--- src/inc/opdec_pkg.sv ---
// Purpose: Shared constants and types for the opcode decoder
// Assumes: 8-bit opcode bytes, fixed instruction encodings
// Notes:   Cycle counts are processor clock states per instruction
package opdec_pkg;

    localparam int unsigned BYTE_W = 8;

    // Register field codes
    localparam logic [2:0] REG_B   = 3'h0;
    localparam logic [2:0] REG_C   = 3'h1;
    localparam logic [2:0] REG_D   = 3'h2;
    localparam logic [2:0] REG_E   = 3'h3;
    localparam logic [2:0] REG_H   = 3'h4;
    localparam logic [2:0] REG_L   = 3'h5;
    localparam logic [2:0] REG_MEM = 3'h6;
    localparam logic [2:0] REG_A   = 3'h7;

    // Register pair codes
    localparam logic [1:0] PAIR_BC = 2'h0;
    localparam logic [1:0] PAIR_DE = 2'h1;
    localparam logic [1:0] PAIR_HL = 2'h2;
    localparam logic [1:0] PAIR_SP = 2'h3;

    // Fixed opcodes
    localparam logic [7:0] OPC_HALT   = 8'h76;
    localparam logic [7:0] OPC_PUSH_B = 8'hC5;

    // Cycle counts
    localparam logic [4:0] CYC_4  = 5'h04;
    localparam logic [4:0] CYC_5  = 5'h05;
    localparam logic [4:0] CYC_7  = 5'h07;
    localparam logic [4:0] CYC_10 = 5'h0A;
    localparam logic [4:0] CYC_11 = 5'h0B;

    // Reset values
    localparam logic [7:0] RST_BYTE  = 8'h00;
    localparam logic [1:0] RST_COUNT = 2'h0;

    typedef enum logic [2:0] {
        ALU_ADD = 3'h0,
        ALU_ADC = 3'h1,
        ALU_SUB = 3'h2,
        ALU_SBB = 3'h3,
        ALU_AND = 3'h4,
        ALU_XOR = 3'h5,
        ALU_OR  = 3'h6,
        ALU_CMP = 3'h7
    } alu_op_t;

    typedef enum logic [2:0] {
        CC_NZ = 3'h0,
        CC_Z  = 3'h1,
        CC_NC = 3'h2,
        CC_C  = 3'h3,
        CC_PO = 3'h4,
        CC_PE = 3'h5,
        CC_P  = 3'h6,
        CC_M  = 3'h7
    } cond_t;

    typedef enum logic [3:0] {
        CLS_UNKNOWN           = 4'h0,
        CLS_COPY_REGISTER     = 4'h1,
        CLS_HALT_INSTR        = 4'h2,
        CLS_LOAD_IMM_BYTE     = 4'h3,
        CLS_INCREMENT_REG     = 4'h4,
        CLS_DECREMENT_REG     = 4'h5,
        CLS_ALU_ACCUMULATOR   = 4'h6,
        CLS_ALU_IMMEDIATE     = 4'h7,
        CLS_COND_RETURN       = 4'h8,
        CLS_LOAD_PAIR_IMM     = 4'h9,
        CLS_PUSH_PAIR         = 4'hA,
        CLS_JUMP_CALL_DIRECT  = 4'hB,
        CLS_IO                = 4'hC,
        CLS_OTHER_ONE_BYTE    = 4'hD
    } op_class_t;

    // One-hot fetch states
    typedef enum logic [2:0] {
        ST_OPCODE = 3'b001,
        ST_BYTE2  = 3'b010,
        ST_BYTE3  = 3'b100
    } fetch_st_t;

endpackage

--- src/opcode_classifier.sv ---
// Purpose: Combinational opcode classification and cycle count
// Assumes: Opcode byte presented in logic-one-is-high form
// Notes:   Unlisted opcodes report length one and class other-one-byte
`timescale 1ns/100ps
`default_nettype none
module opcode_classifier
    import opdec_pkg::*;
(
    input  wire logic [7:0] opcode_i,
    output op_class_t       op_class_o,
    output logic [1:0]      length_o,
    output logic [4:0]      cycles_o,
    output logic [4:0]      cycles_alt_o,
    output logic [2:0]      dest_reg_field_o,
    output logic [2:0]      src_reg_field_o,
    output logic [1:0]      pair_o
);
    logic [2:0] dst;
    logic [2:0] src;

    assign dst              = opcode_i[5:3];
    assign src              = opcode_i[2:0];
    assign dest_reg_field_o = dst;
    assign src_reg_field_o  = src;
    assign pair_o           = opcode_i[5:4];

    always_comb
    begin
        op_class_o   = CLS_OTHER_ONE_BYTE;
        length_o     = 2'd1;
        cycles_o     = CYC_4;
        cycles_alt_o = CYC_4;
        unique casez (opcode_i)
            8'b01??_????:
            begin
                op_class_o = CLS_COPY_REGISTER;
                cycles_o   = (dst == REG_MEM || src == REG_MEM) ? CYC_7
                                                                 : CYC_5;
                // halt replaces copy
                // Folded in here so case items stay disjoint
                if (opcode_i == OPC_HALT)
                    op_class_o = CLS_HALT_INSTR;
                cycles_alt_o = cycles_o;
            end
            8'b00??_?110:
            begin
                op_class_o   = CLS_LOAD_IMM_BYTE;
                length_o     = 2'd2;
                cycles_o     = (dst == REG_MEM) ? CYC_10 : CYC_7;
                cycles_alt_o = cycles_o;
            end
            8'b00??_?10?:
            begin
                op_class_o   = src[0] ? CLS_DECREMENT_REG
                                      : CLS_INCREMENT_REG;
                cycles_o     = (dst == REG_MEM) ? CYC_10 : CYC_5;
                cycles_alt_o = cycles_o;
            end
            8'b10??_????:
            begin
                op_class_o   = CLS_ALU_ACCUMULATOR;
                cycles_o     = (src == REG_MEM) ? CYC_7 : CYC_4;
                cycles_alt_o = cycles_o;
            end
            8'b11??_?110:
            begin
                op_class_o   = CLS_ALU_IMMEDIATE;
                length_o     = 2'd2;
                cycles_o     = CYC_7;
                cycles_alt_o = CYC_7;
            end
            8'b11??_?000:
            begin
                op_class_o   = CLS_COND_RETURN;
                cycles_o     = CYC_5;
                cycles_alt_o = CYC_11;
            end
            8'b0000_0001, 8'b0001_0001, 8'b0010_0001, 8'b0011_0001:
            begin
                op_class_o   = CLS_LOAD_PAIR_IMM;
                length_o     = 2'd3;
                cycles_o     = CYC_10;
                cycles_alt_o = CYC_10;
            end
            8'b1100_0101, 8'b1101_0101, 8'b1110_0101, 8'b1111_0101:
            begin
                op_class_o   = CLS_PUSH_PAIR;
                cycles_o     = CYC_11;
                cycles_alt_o = CYC_11;
            end
            8'b11??_?010, 8'b1100_0011, 8'b11??_?100,
            8'b1100_1101, 8'b0011_?010, 8'b0010_?010:
            begin
                op_class_o = CLS_JUMP_CALL_DIRECT;
                length_o   = 2'd3;
                cycles_o   = CYC_10;
                cycles_alt_o = CYC_10;
            end
            8'b1101_?011:
            begin
                op_class_o   = CLS_IO;
                length_o     = 2'd2;
                cycles_o     = CYC_10;
                cycles_alt_o = CYC_10;
            end
            default:
            begin
                op_class_o = CLS_OTHER_ONE_BYTE;
            end
        endcase
    end
endmodule
`default_nettype wire

--- src/cpu_opcode_decoder.sv ---
// Purpose: Fetch-side instruction decoder for an 8-bit processor
// Assumes: Program memory presents one byte per valid strobe
// Notes:   Decoded fields stay valid until the next opcode
`timescale 1ns/100ps
`default_nettype none
module cpu_opcode_decoder
    import opdec_pkg::*;
(
    input  wire logic              mclk_i,
    input  wire logic              reset_n_i,
    input  wire logic [BYTE_W-1:0] fetch_byte_i,
    input  wire logic              fetch_valid_i,
    output logic                   fetch_ready_o,
    output logic                   fetch_next_addr_o,
    output logic                   instr_valid_o,
    output logic [BYTE_W-1:0]      opcode_o,
    output logic [BYTE_W-1:0]      operand_lo_o,
    output logic [BYTE_W-1:0]      operand_hi_o,
    output logic [1:0]             length_o,
    output logic [3:0]             op_class_o,
    output logic [4:0]             cycles_o,
    output logic [4:0]             cycles_alt_o,
    output logic [2:0]             dest_reg_field_o,
    output logic [2:0]             src_reg_field_o,
    output logic [1:0]             pair_o,
    output logic                   halt_instr_o
);
    // ----------------------------------------
    // Reset release
    // ----------------------------------------
    logic [1:0] rst_sync_q;
    logic       rst_n;

    always_ff @(posedge mclk_i or negedge reset_n_i)
    begin
        if (!reset_n_i)
            rst_sync_q <= 2'b00;
        else
            rst_sync_q <= {rst_sync_q[0], 1'b1};
    end
    assign rst_n = rst_sync_q[1];

    // ----------------------------------------
    // State
    // ----------------------------------------
    typedef struct packed {
        fetch_st_t   st;
        logic        valid;
        logic [7:0]  opcode;
        logic [7:0]  lo;
        logic [7:0]  hi;
        logic [1:0]  len;
        op_class_t   cls;
        logic [4:0]  cyc;
        logic [4:0]  cyc_alt;
        logic [2:0]  dst;
        logic [2:0]  src;
        logic [1:0]  pair;
    } dec_state_t;

    dec_state_t s_q;
    dec_state_t s_d;

    op_class_t  c_cls;
    logic [1:0] c_len;
    logic [4:0] c_cyc;
    logic [4:0] c_cyc_alt;
    logic [2:0] c_dst;
    logic [2:0] c_src;
    logic [1:0] c_pair;

    opcode_classifier u_classifier (
        .opcode_i         (fetch_byte_i),
        .op_class_o       (c_cls),
        .length_o         (c_len),
        .cycles_o         (c_cyc),
        .cycles_alt_o     (c_cyc_alt),
        .dest_reg_field_o (c_dst),
        .src_reg_field_o  (c_src),
        .pair_o           (c_pair)
    );

    always_comb
    begin
        s_d       = s_q;
        s_d.valid = 1'b0;
        unique case (s_q.st)
            ST_OPCODE:
            begin
                if (fetch_valid_i)
                begin
                    s_d.opcode  = fetch_byte_i;
                    s_d.lo      = RST_BYTE;
                    s_d.hi      = RST_BYTE;
                    s_d.len     = c_len;
                    s_d.cls     = c_cls;
                    s_d.cyc     = c_cyc;
                    s_d.cyc_alt = c_cyc_alt;
                    s_d.dst     = c_dst;
                    s_d.src     = c_src;
                    s_d.pair    = c_pair;
                    if (c_len == 2'd1)
                        s_d.valid = 1'b1;
                    else
                        s_d.st = ST_BYTE2;
                end
            end
            ST_BYTE2:
            begin
                if (fetch_valid_i)
                begin
                    s_d.lo = fetch_byte_i;
                    if (s_q.len == 2'd3)
                        s_d.st = ST_BYTE3;
                    else
                    begin
                        s_d.st    = ST_OPCODE;
                        s_d.valid = 1'b1;
                    end
                end
            end
            ST_BYTE3:
            begin
                if (fetch_valid_i)
                begin
                    s_d.hi    = fetch_byte_i;
                    s_d.st    = ST_OPCODE;
                    s_d.valid = 1'b1;
                end
            end
            default:
            begin
                s_d.st = ST_OPCODE;
            end
        endcase
    end

    always_ff @(posedge mclk_i or negedge rst_n)
    begin
        if (!rst_n)
        begin
            s_q.st      <= ST_OPCODE;
            s_q.valid   <= 1'b0;
            s_q.opcode  <= RST_BYTE;
            s_q.lo      <= RST_BYTE;
            s_q.hi      <= RST_BYTE;
            s_q.len     <= RST_COUNT;
            s_q.cls     <= CLS_UNKNOWN;
            s_q.cyc     <= 5'h00;
            s_q.cyc_alt <= 5'h00;
            s_q.dst     <= REG_B;
            s_q.src     <= REG_B;
            s_q.pair    <= PAIR_BC;
        end
        else
            s_q <= s_d;
    end

    // ----------------------------------------
    // Outputs
    // ----------------------------------------
    assign fetch_ready_o     = rst_n;
    assign fetch_next_addr_o = rst_n & fetch_valid_i;
    assign instr_valid_o     = s_q.valid;
    assign opcode_o          = s_q.opcode;
    assign operand_lo_o      = s_q.lo;
    assign operand_hi_o      = s_q.hi;
    assign length_o          = s_q.len;
    assign op_class_o        = s_q.cls;
    assign cycles_o          = s_q.cyc;
    assign cycles_alt_o      = s_q.cyc_alt;
    assign dest_reg_field_o  = s_q.dst;
    assign src_reg_field_o   = s_q.src;
    assign pair_o            = s_q.pair;
    assign halt_instr_o      = (s_q.cls == CLS_HALT_INSTR);
endmodule
`default_nettype wire

--- config.mk ---
export PLATFORM = sky130hd
export DESIGN_NAME = cpu_opcode_decoder
export DESIGN_NICKNAME = d
export VERILOG_FILES = /design/src/inc/opdec_pkg.sv /design/src/opcode_classifier.sv /design/src/cpu_opcode_decoder.sv
export SDC_FILE = /design/constraint.sdc
export NUM_CORES = 1
export LEC_CHECK = 0
export ABC_AREA = 1
export ABC_CLOCK_PERIOD_IN_PS = 2000
export BUFFER_PORTS_ARGS = -buffer_cell sky130_fd_sc_hd__clkbuf_2
export CAP_MARGIN = 20
export CORE_MARGIN = 4
export CORE_UTILIZATION = 50
export CTS_CLUSTER_SIZE = 12
export DETAILED_ROUTE_END_ITERATION = 8
export GPL_TIMING_DRIVEN = 1
export HOLD_SLACK_MARGIN = 0.03
export PLACE_DENSITY = 0.74
export RECOVER_POWER = 25
export SYNTH_ARGS = -nofsm -noshare
export SYNTH_HDL_FRONTEND = slang
export SYNTH_SLANG_ARGS = --single-unit
--- constraint.sdc ---
create_clock -name mclk_i -period 2 [get_ports mclk_i]
set_clock_uncertainty 0.1 [all_clocks]
set_input_delay 0.2 -clock mclk_i [delete_from_list [all_inputs] [get_ports mclk_i]]
set_output_delay 0.2 -clock mclk_i [all_outputs]
set_load 0.02 [all_outputs]
Yosys cells after proc, flatten, opt, wreduce, memory -nomap -nowiden

Cells that the tools add are included.
Widths: inputs -> output; s select.

Flip-flop bits (word level): 54
Bits of input ports: 11
Output and inout bits: 52
Word-level logic and storage cells: 84

Eq/ne operators: 34
Mux-type cells: 22
Bitwise logic cells: 1
Reductions and logical operators: 14

Operator list:

| kind               | count |
|---|---|
| $mux 52            | 1 |
| $eq 8x8->1 const B | 6 |
| $pmux 4 s10        | 1 |
| $pmux 5 s8         | 1 |
| $pmux 5 s7         | 1 |
| $pmux 8 s2         | 2 |
| $eq 5x5->1 const B | 4 |
| $eq 8x6->1 const B | 2 |
| $mux 4             | 4 |
| $eq 7x5->1 const B | 2 |
| $reduce_or 11->1   | 1 |
| $reduce_or 10->1   | 1 |
| $eq 3x3->1 const B | 3 |
| $pmux 3 s3         | 1 |
| $eq 4x2->1 const B | 2 |
| $eq 8x1->1 const B | 1 |
| $eq 8x5->1 const B | 1 |
| $eq 8x7->1 const B | 1 |
| $mux 8             | 1 |
| $ne 2x2->1 const B | 4 |
| $reduce_or 4->1    | 2 |
| $eq 7x7->1 const B | 1 |
| $mux 2             | 3 |
| $mux 3             | 2 |
| other kinds (17)   | 23 |

Longest topological paths before layout

Word-level depth: 7
Mapped depth: 11
Depth with buffers taken out: 11

Modules after synthesis

Synthesis repeated with hierarchy kept, for this count alone.

Cells, all modules: 393
Area, all modules: 3019.1 sq um

Modules (own cells, without submodules):

| module             | times used | cells each | area each (sq um) | sequential area each (sq um) |
|---|---|---|---|---|
| cpu_opcode_decoder | 1          | 290        | 2526.2            | 1352.5 |
| opcode_classifier  | 1          | 103        | 493.0             | 0.0 |

Worst setup path before layout

OpenSTA, ideal clock, no wires.

Path kind: flip-flop to output port
Start point: register rst_sync_q[1]
End point: output port fetch_next_addr_o
Arrival: 1633 ps
Data required time: 1700 ps
Slack: 67 ps
Stages on the path, launching flop included: 3
Buffers on the path: 0
Cell sequence: dfrtp_1 nand2_1 inv_1

Longest elaborated chain between the ends: 1

Ends and longest elaborated chain:

| element                | RTL line                  | RTL |
|---|---|---|
| from (decl)            | cpu_opcode_decoder.sv:31  | `logic [1:0] rst_sync_q;` |
| from (signal assigned) | cpu_opcode_decoder.sv:39  | `rst_sync_q <= {rst_sync_q[0], 1'b1};` |
| $and 1x1->1            | cpu_opcode_decoder.sv:163 | `assign fetch_next_addr_o = rst_n & fetch_valid_i;` |
| to (decl)              | cpu_opcode_decoder.sv:14  | `output logic fetch_next_addr_o,` |

Every way passes these cells.

Worst setup path after layout

Start point: register s_q[49] in the netlist's numbering
End point: register s_q (netlist bit operand_hi_o[2])

Longest elaborated chain between the ends: 3
Elaborated cells on any way between the ends: 7
Classes of those cells: eq/ne (4); mux (1); reduce/logical (2)

Ends and longest elaborated chain:

| element                                                          | RTL line                 | RTL |
|---|---|---|
| from (decl)                                                      | cpu_opcode_decoder.sv:61 | `dec_state_t s_q;` |
| $eq 3x1->1 or $eq 3x3->1 (tied branches)                         | cpu_opcode_decoder.sv:87 | `unique case (s_q.st)` |
| $ne 2x2->1 (no source line) or $reduce_bool 2->1 (tied branches) | n/a                      |  |
| $reduce_and 3->1 (no source line)                                | n/a                      |  |

Parallel ways exist; a longest one is shown, timed or not.
A chain may end at the register's enable or synchronous reset.

==> metrics.md <==
| Metric | Value |
|---|---|
| Setup Buffers After CTS | `0` |
| CP Data Arrival Time | `1.84 ns` |
| Final std cells w/o fill | `358` |
| CTS Root Cell | `clkbuf_8` |
| Io pins | `63` |
| Overall routing resource usage | `0.1730` |
| Fraction of layout cells with a size suffix above 1 | `0.2876` |
| Initial antenna violation count | `0` |
| F_max | `approximately 0.56 GHz` |
| Kind of critical path | `reg -> reg` |
| Leakage | `about 1.4 nW` |
| DR DRC count | `0` |
| Worst path cell trace | `nand3_1 -> nor2_1 -> inv_1 -> buf_12 -> nand3_1 -> o21ai_0` |
| Worst-case clock buffer depth | `2` |
| Dpl hpwl | `3.653 mm` |
| Pin count of the biggest net entering global routing | `27` |
| Sequential area share after synthesis | `0.4615` |
| # diodes | `0` |
| Status | `completed` |
| Clock transition at path regs | `around 0.080 ns` |
| Slowest cell on crit path | `dfstp_2` |
| Yosys reg bits | `between 40 and 50` |
| Switching power | `about 0.0011 W` |
| Worst VDD drop | `between 0.5 and 0.6 mV` |
| Min Tclk post-route | `1.780 ns` |
| Routed WL | `4.765 mm` |
| Core area | `4474 sq um` |
| Syn. warnings | `0` |
| Synth Flop Type | `dfrtp_1` |
| Vias in the first global route | `1764` |
| IO buf count | `60` |
| R2R cell count | `6` |
| Crit path top cell by count | `nand3_1` |
| CP peak stage delay | `0.56 ns` |
| Sequential power share | `0.437` |
| RSZ-0062 raised after global routing | `false` |
| Number of vias per cell | `5.073` |
| Pre-Repair DR Iteration Count | `4` |
| Final #Nets | `~320` |
| Delay-heaviest family, CP | `flip-flops` |
| Measured slew at the worst slew-check pin | `0.7029 ns` |
| Crit path required time | `2.06 ns` |
| Hold/Removal Path Class | `reg -> async` |
| Clock Power Share | `0.205` |
| Final ANT Viol Nets | `0` |
| Max cap viols | `0` |
| Die H | `between 70 and 80 um` |
| Wire length of the first global-routing pass | `8.238 mm` |
| Synthesized area | `between 2000 and 2500 sq um` |
| Final setup viols | `0` |
| Placed insts | `about 350` |
| Final core occ | `0.5596` |
| Most frequent cells in the layout | `60 x clkbuf_2, 59 x nand2_1, 43 x dfrtp_1` |
| Initial DRC Count | `slightly below 100` |
| Startpoint class of the critical path | `register` |
| Worst setup startpoint | `s_q[49]$_DFFE_PN1P_` |
| Routed len/inst | `between 10 and 15 um` |
| Die area | `5947 sq um` |
| Num Clock Sinks | `44` |
| Setup_tns | `0 ns` |
| Via count | `1816` |
| Clk Latency, worst-skew pair | `about 0.30 ns` |
| Pint | `0.001677 W` |
| Number of H-tree levels | `2` |
| Worst slew margin | `0.5314` |
| Post-Synthesis Cells | `about 290` |
| CTS tree | `done` |
| GR Overflow Total | `0` |
| Slew Limit Fails | `0` |
| Starting Density | `0.5338` |
| WP buf/inv | `2` |
| RD Place Congestion | `roughly 0.93` |
| Critical path depth in cells | `6` |
| Post-route clock period utilization | `0.8902` |
| Hold Vio Cnt, Final | `0` |
| Crit path max fanout | `26` |
| Critical path endpoint category | `register` |
| Leading cell type in the layout, fill and taps excluded | `clkbuf_2` |
| Worst r2r src | `s_q[49]$_DFFE_PN1P_` |
| # rows | `24` |
| TritonCTS Buffers | `5` |
| Sw frac | `0.3972` |
| Synth cell types | `32` |
| Pwr per Cell Area | `around 1100 nW/um^2` |
| Die W | `about 77 um` |
| Asr flop ratio synth | `1.000` |
| FILL cells | `409` |
| Post-synth EDFFs | `0` |
| Synthesis-to-finish area growth | `4.819%` |
| Comb pwr share | `0.358` |
| Syn avg cell area | `~8.3 sq um` |
==> cells in the mapped netlist (2+ instances only) <==
master	instances	share of area
nand2_1	59	0.093
buf_4	48	0.15
dfrtp_1	43	0.45
inv_1	24	0.038
o21ai_0	23	0.048
nand3_1	18	0.038
nor2_1	15	0.024
o22ai_1	9	0.024
nand4_1	6	0.016
inv_2	5	0.0079
buf_2	4	0.0084
clkbuf_1	3	0.0047
nor3_1	3	0.0063
o21bai_1	3	0.0094
a21oi_1	2	0.0042
a21oi_2	2	0.0073
conb_1	2	0.0031
nand2_2	2	0.0052
nand3_2	2	0.0084
nor2_2	2	0.0052
==> worst register-to-register path, stage by stage (launching register included) <==
cell,delay [ns]
dfstp_2,0.56
nand3_1,0.15
nor2_1,0.18
inv_1,0.24
buf_12,0.24
nand3_1,0.07
o21ai_0,0.11
==> flip-flops by register name (all words and copies together) (netlist names) <==
register       cells
opcode_o           8
operand_hi_o       8
operand_lo_o       8
cycles_alt_o       4
cycles_o           4
op_class_o         4
s_q                3
length_o           2
rst_sync_q         2
instr_valid_o      1
==> cell families after synthesis <==
kind of cell / count (synthesis) / synth area share
AOI/OAI and AO/OA: 45 / 0.1111
buffers and inverters: 85 / 0.2111
DFF: 44 / 0.4615
other: 2 / 0.003144
and+or+nand+nor: 111 / 0.2132
==> final timing paths <==
kind	end	slack [ns]
max in group asynchronous	operand_hi_o[7]$_DFFE_PN0P_	0.78
min in group mclk_i	s_q[51]$_DFFE_PN0P_	0.11
worst min register to register	opcode_o[0]$_DFFE_PN0P_	0.06
worst max register to register	operand_hi_o[2]$_DFFE_PN0P_	0.22
worst min-delay path	opcode_o[0]$_DFFE_PN0P_	0.06
worst max-delay path	operand_hi_o[2]$_DFFE_PN0P_	0.22
==> metrics by stage <==
step / hold slack [ns] / worst slack [ns] / total power, W / instance area [sq um]
floorplan: -0.1956 / 0.06668 / 0.002196 / 2392
global placement: -0.1122 / 0.3347 / 0.002227 / 2410
detailed placement: -0.1122 / 0.2328 / 0.002245 / 2410
CTS: 0.03611 / 0.2137 / 0.002824 / 2512
finish: 0.06430 / 0.2196 / 0.002783 / 2504
global route: 0.09732 / 0.05652 / 0.002980 / 2504
==> power by group through the flow <==
stage	logic, W	clock network, W	registers (W)
finish	0.000996	0.000571	0.00122
global route	0.00109	0.000632	0.00125
detailed placement	0.00101	0	0.00124
global placement	0.000999	0	0.00123
CTS	0.00101	0.000589	0.00122
floorplan	0.000981	0	0.00122
==> routing by layer <==
metal  share of wire  GRT usage
met1            0.47     0.2283
met2            0.45     0.2753
met3           0.059    0.04684
met4           0.013    0.05872
met5               0          0
==> what timing repair did <==
action                                 CTS  global route
resized for setup                        0             0
endpoints found under the hold margin    2             0
hold buffers                             1             0
==> layout make-up <==
class	instances	area [sq um]	share of cell area
flip-flops and latches	44	1102	0.4403
multi-input cells	159	785.8	0.3138
repair buffers	65	345.3	0.1379
inverters	30	112.6	0.04498
clock buffers	6	82.58	0.03298
well taps	52	65.06	0.02599
clock inverters	2	10.01	0.003998
No activity file was read; power rests on OpenSTA's default activity.
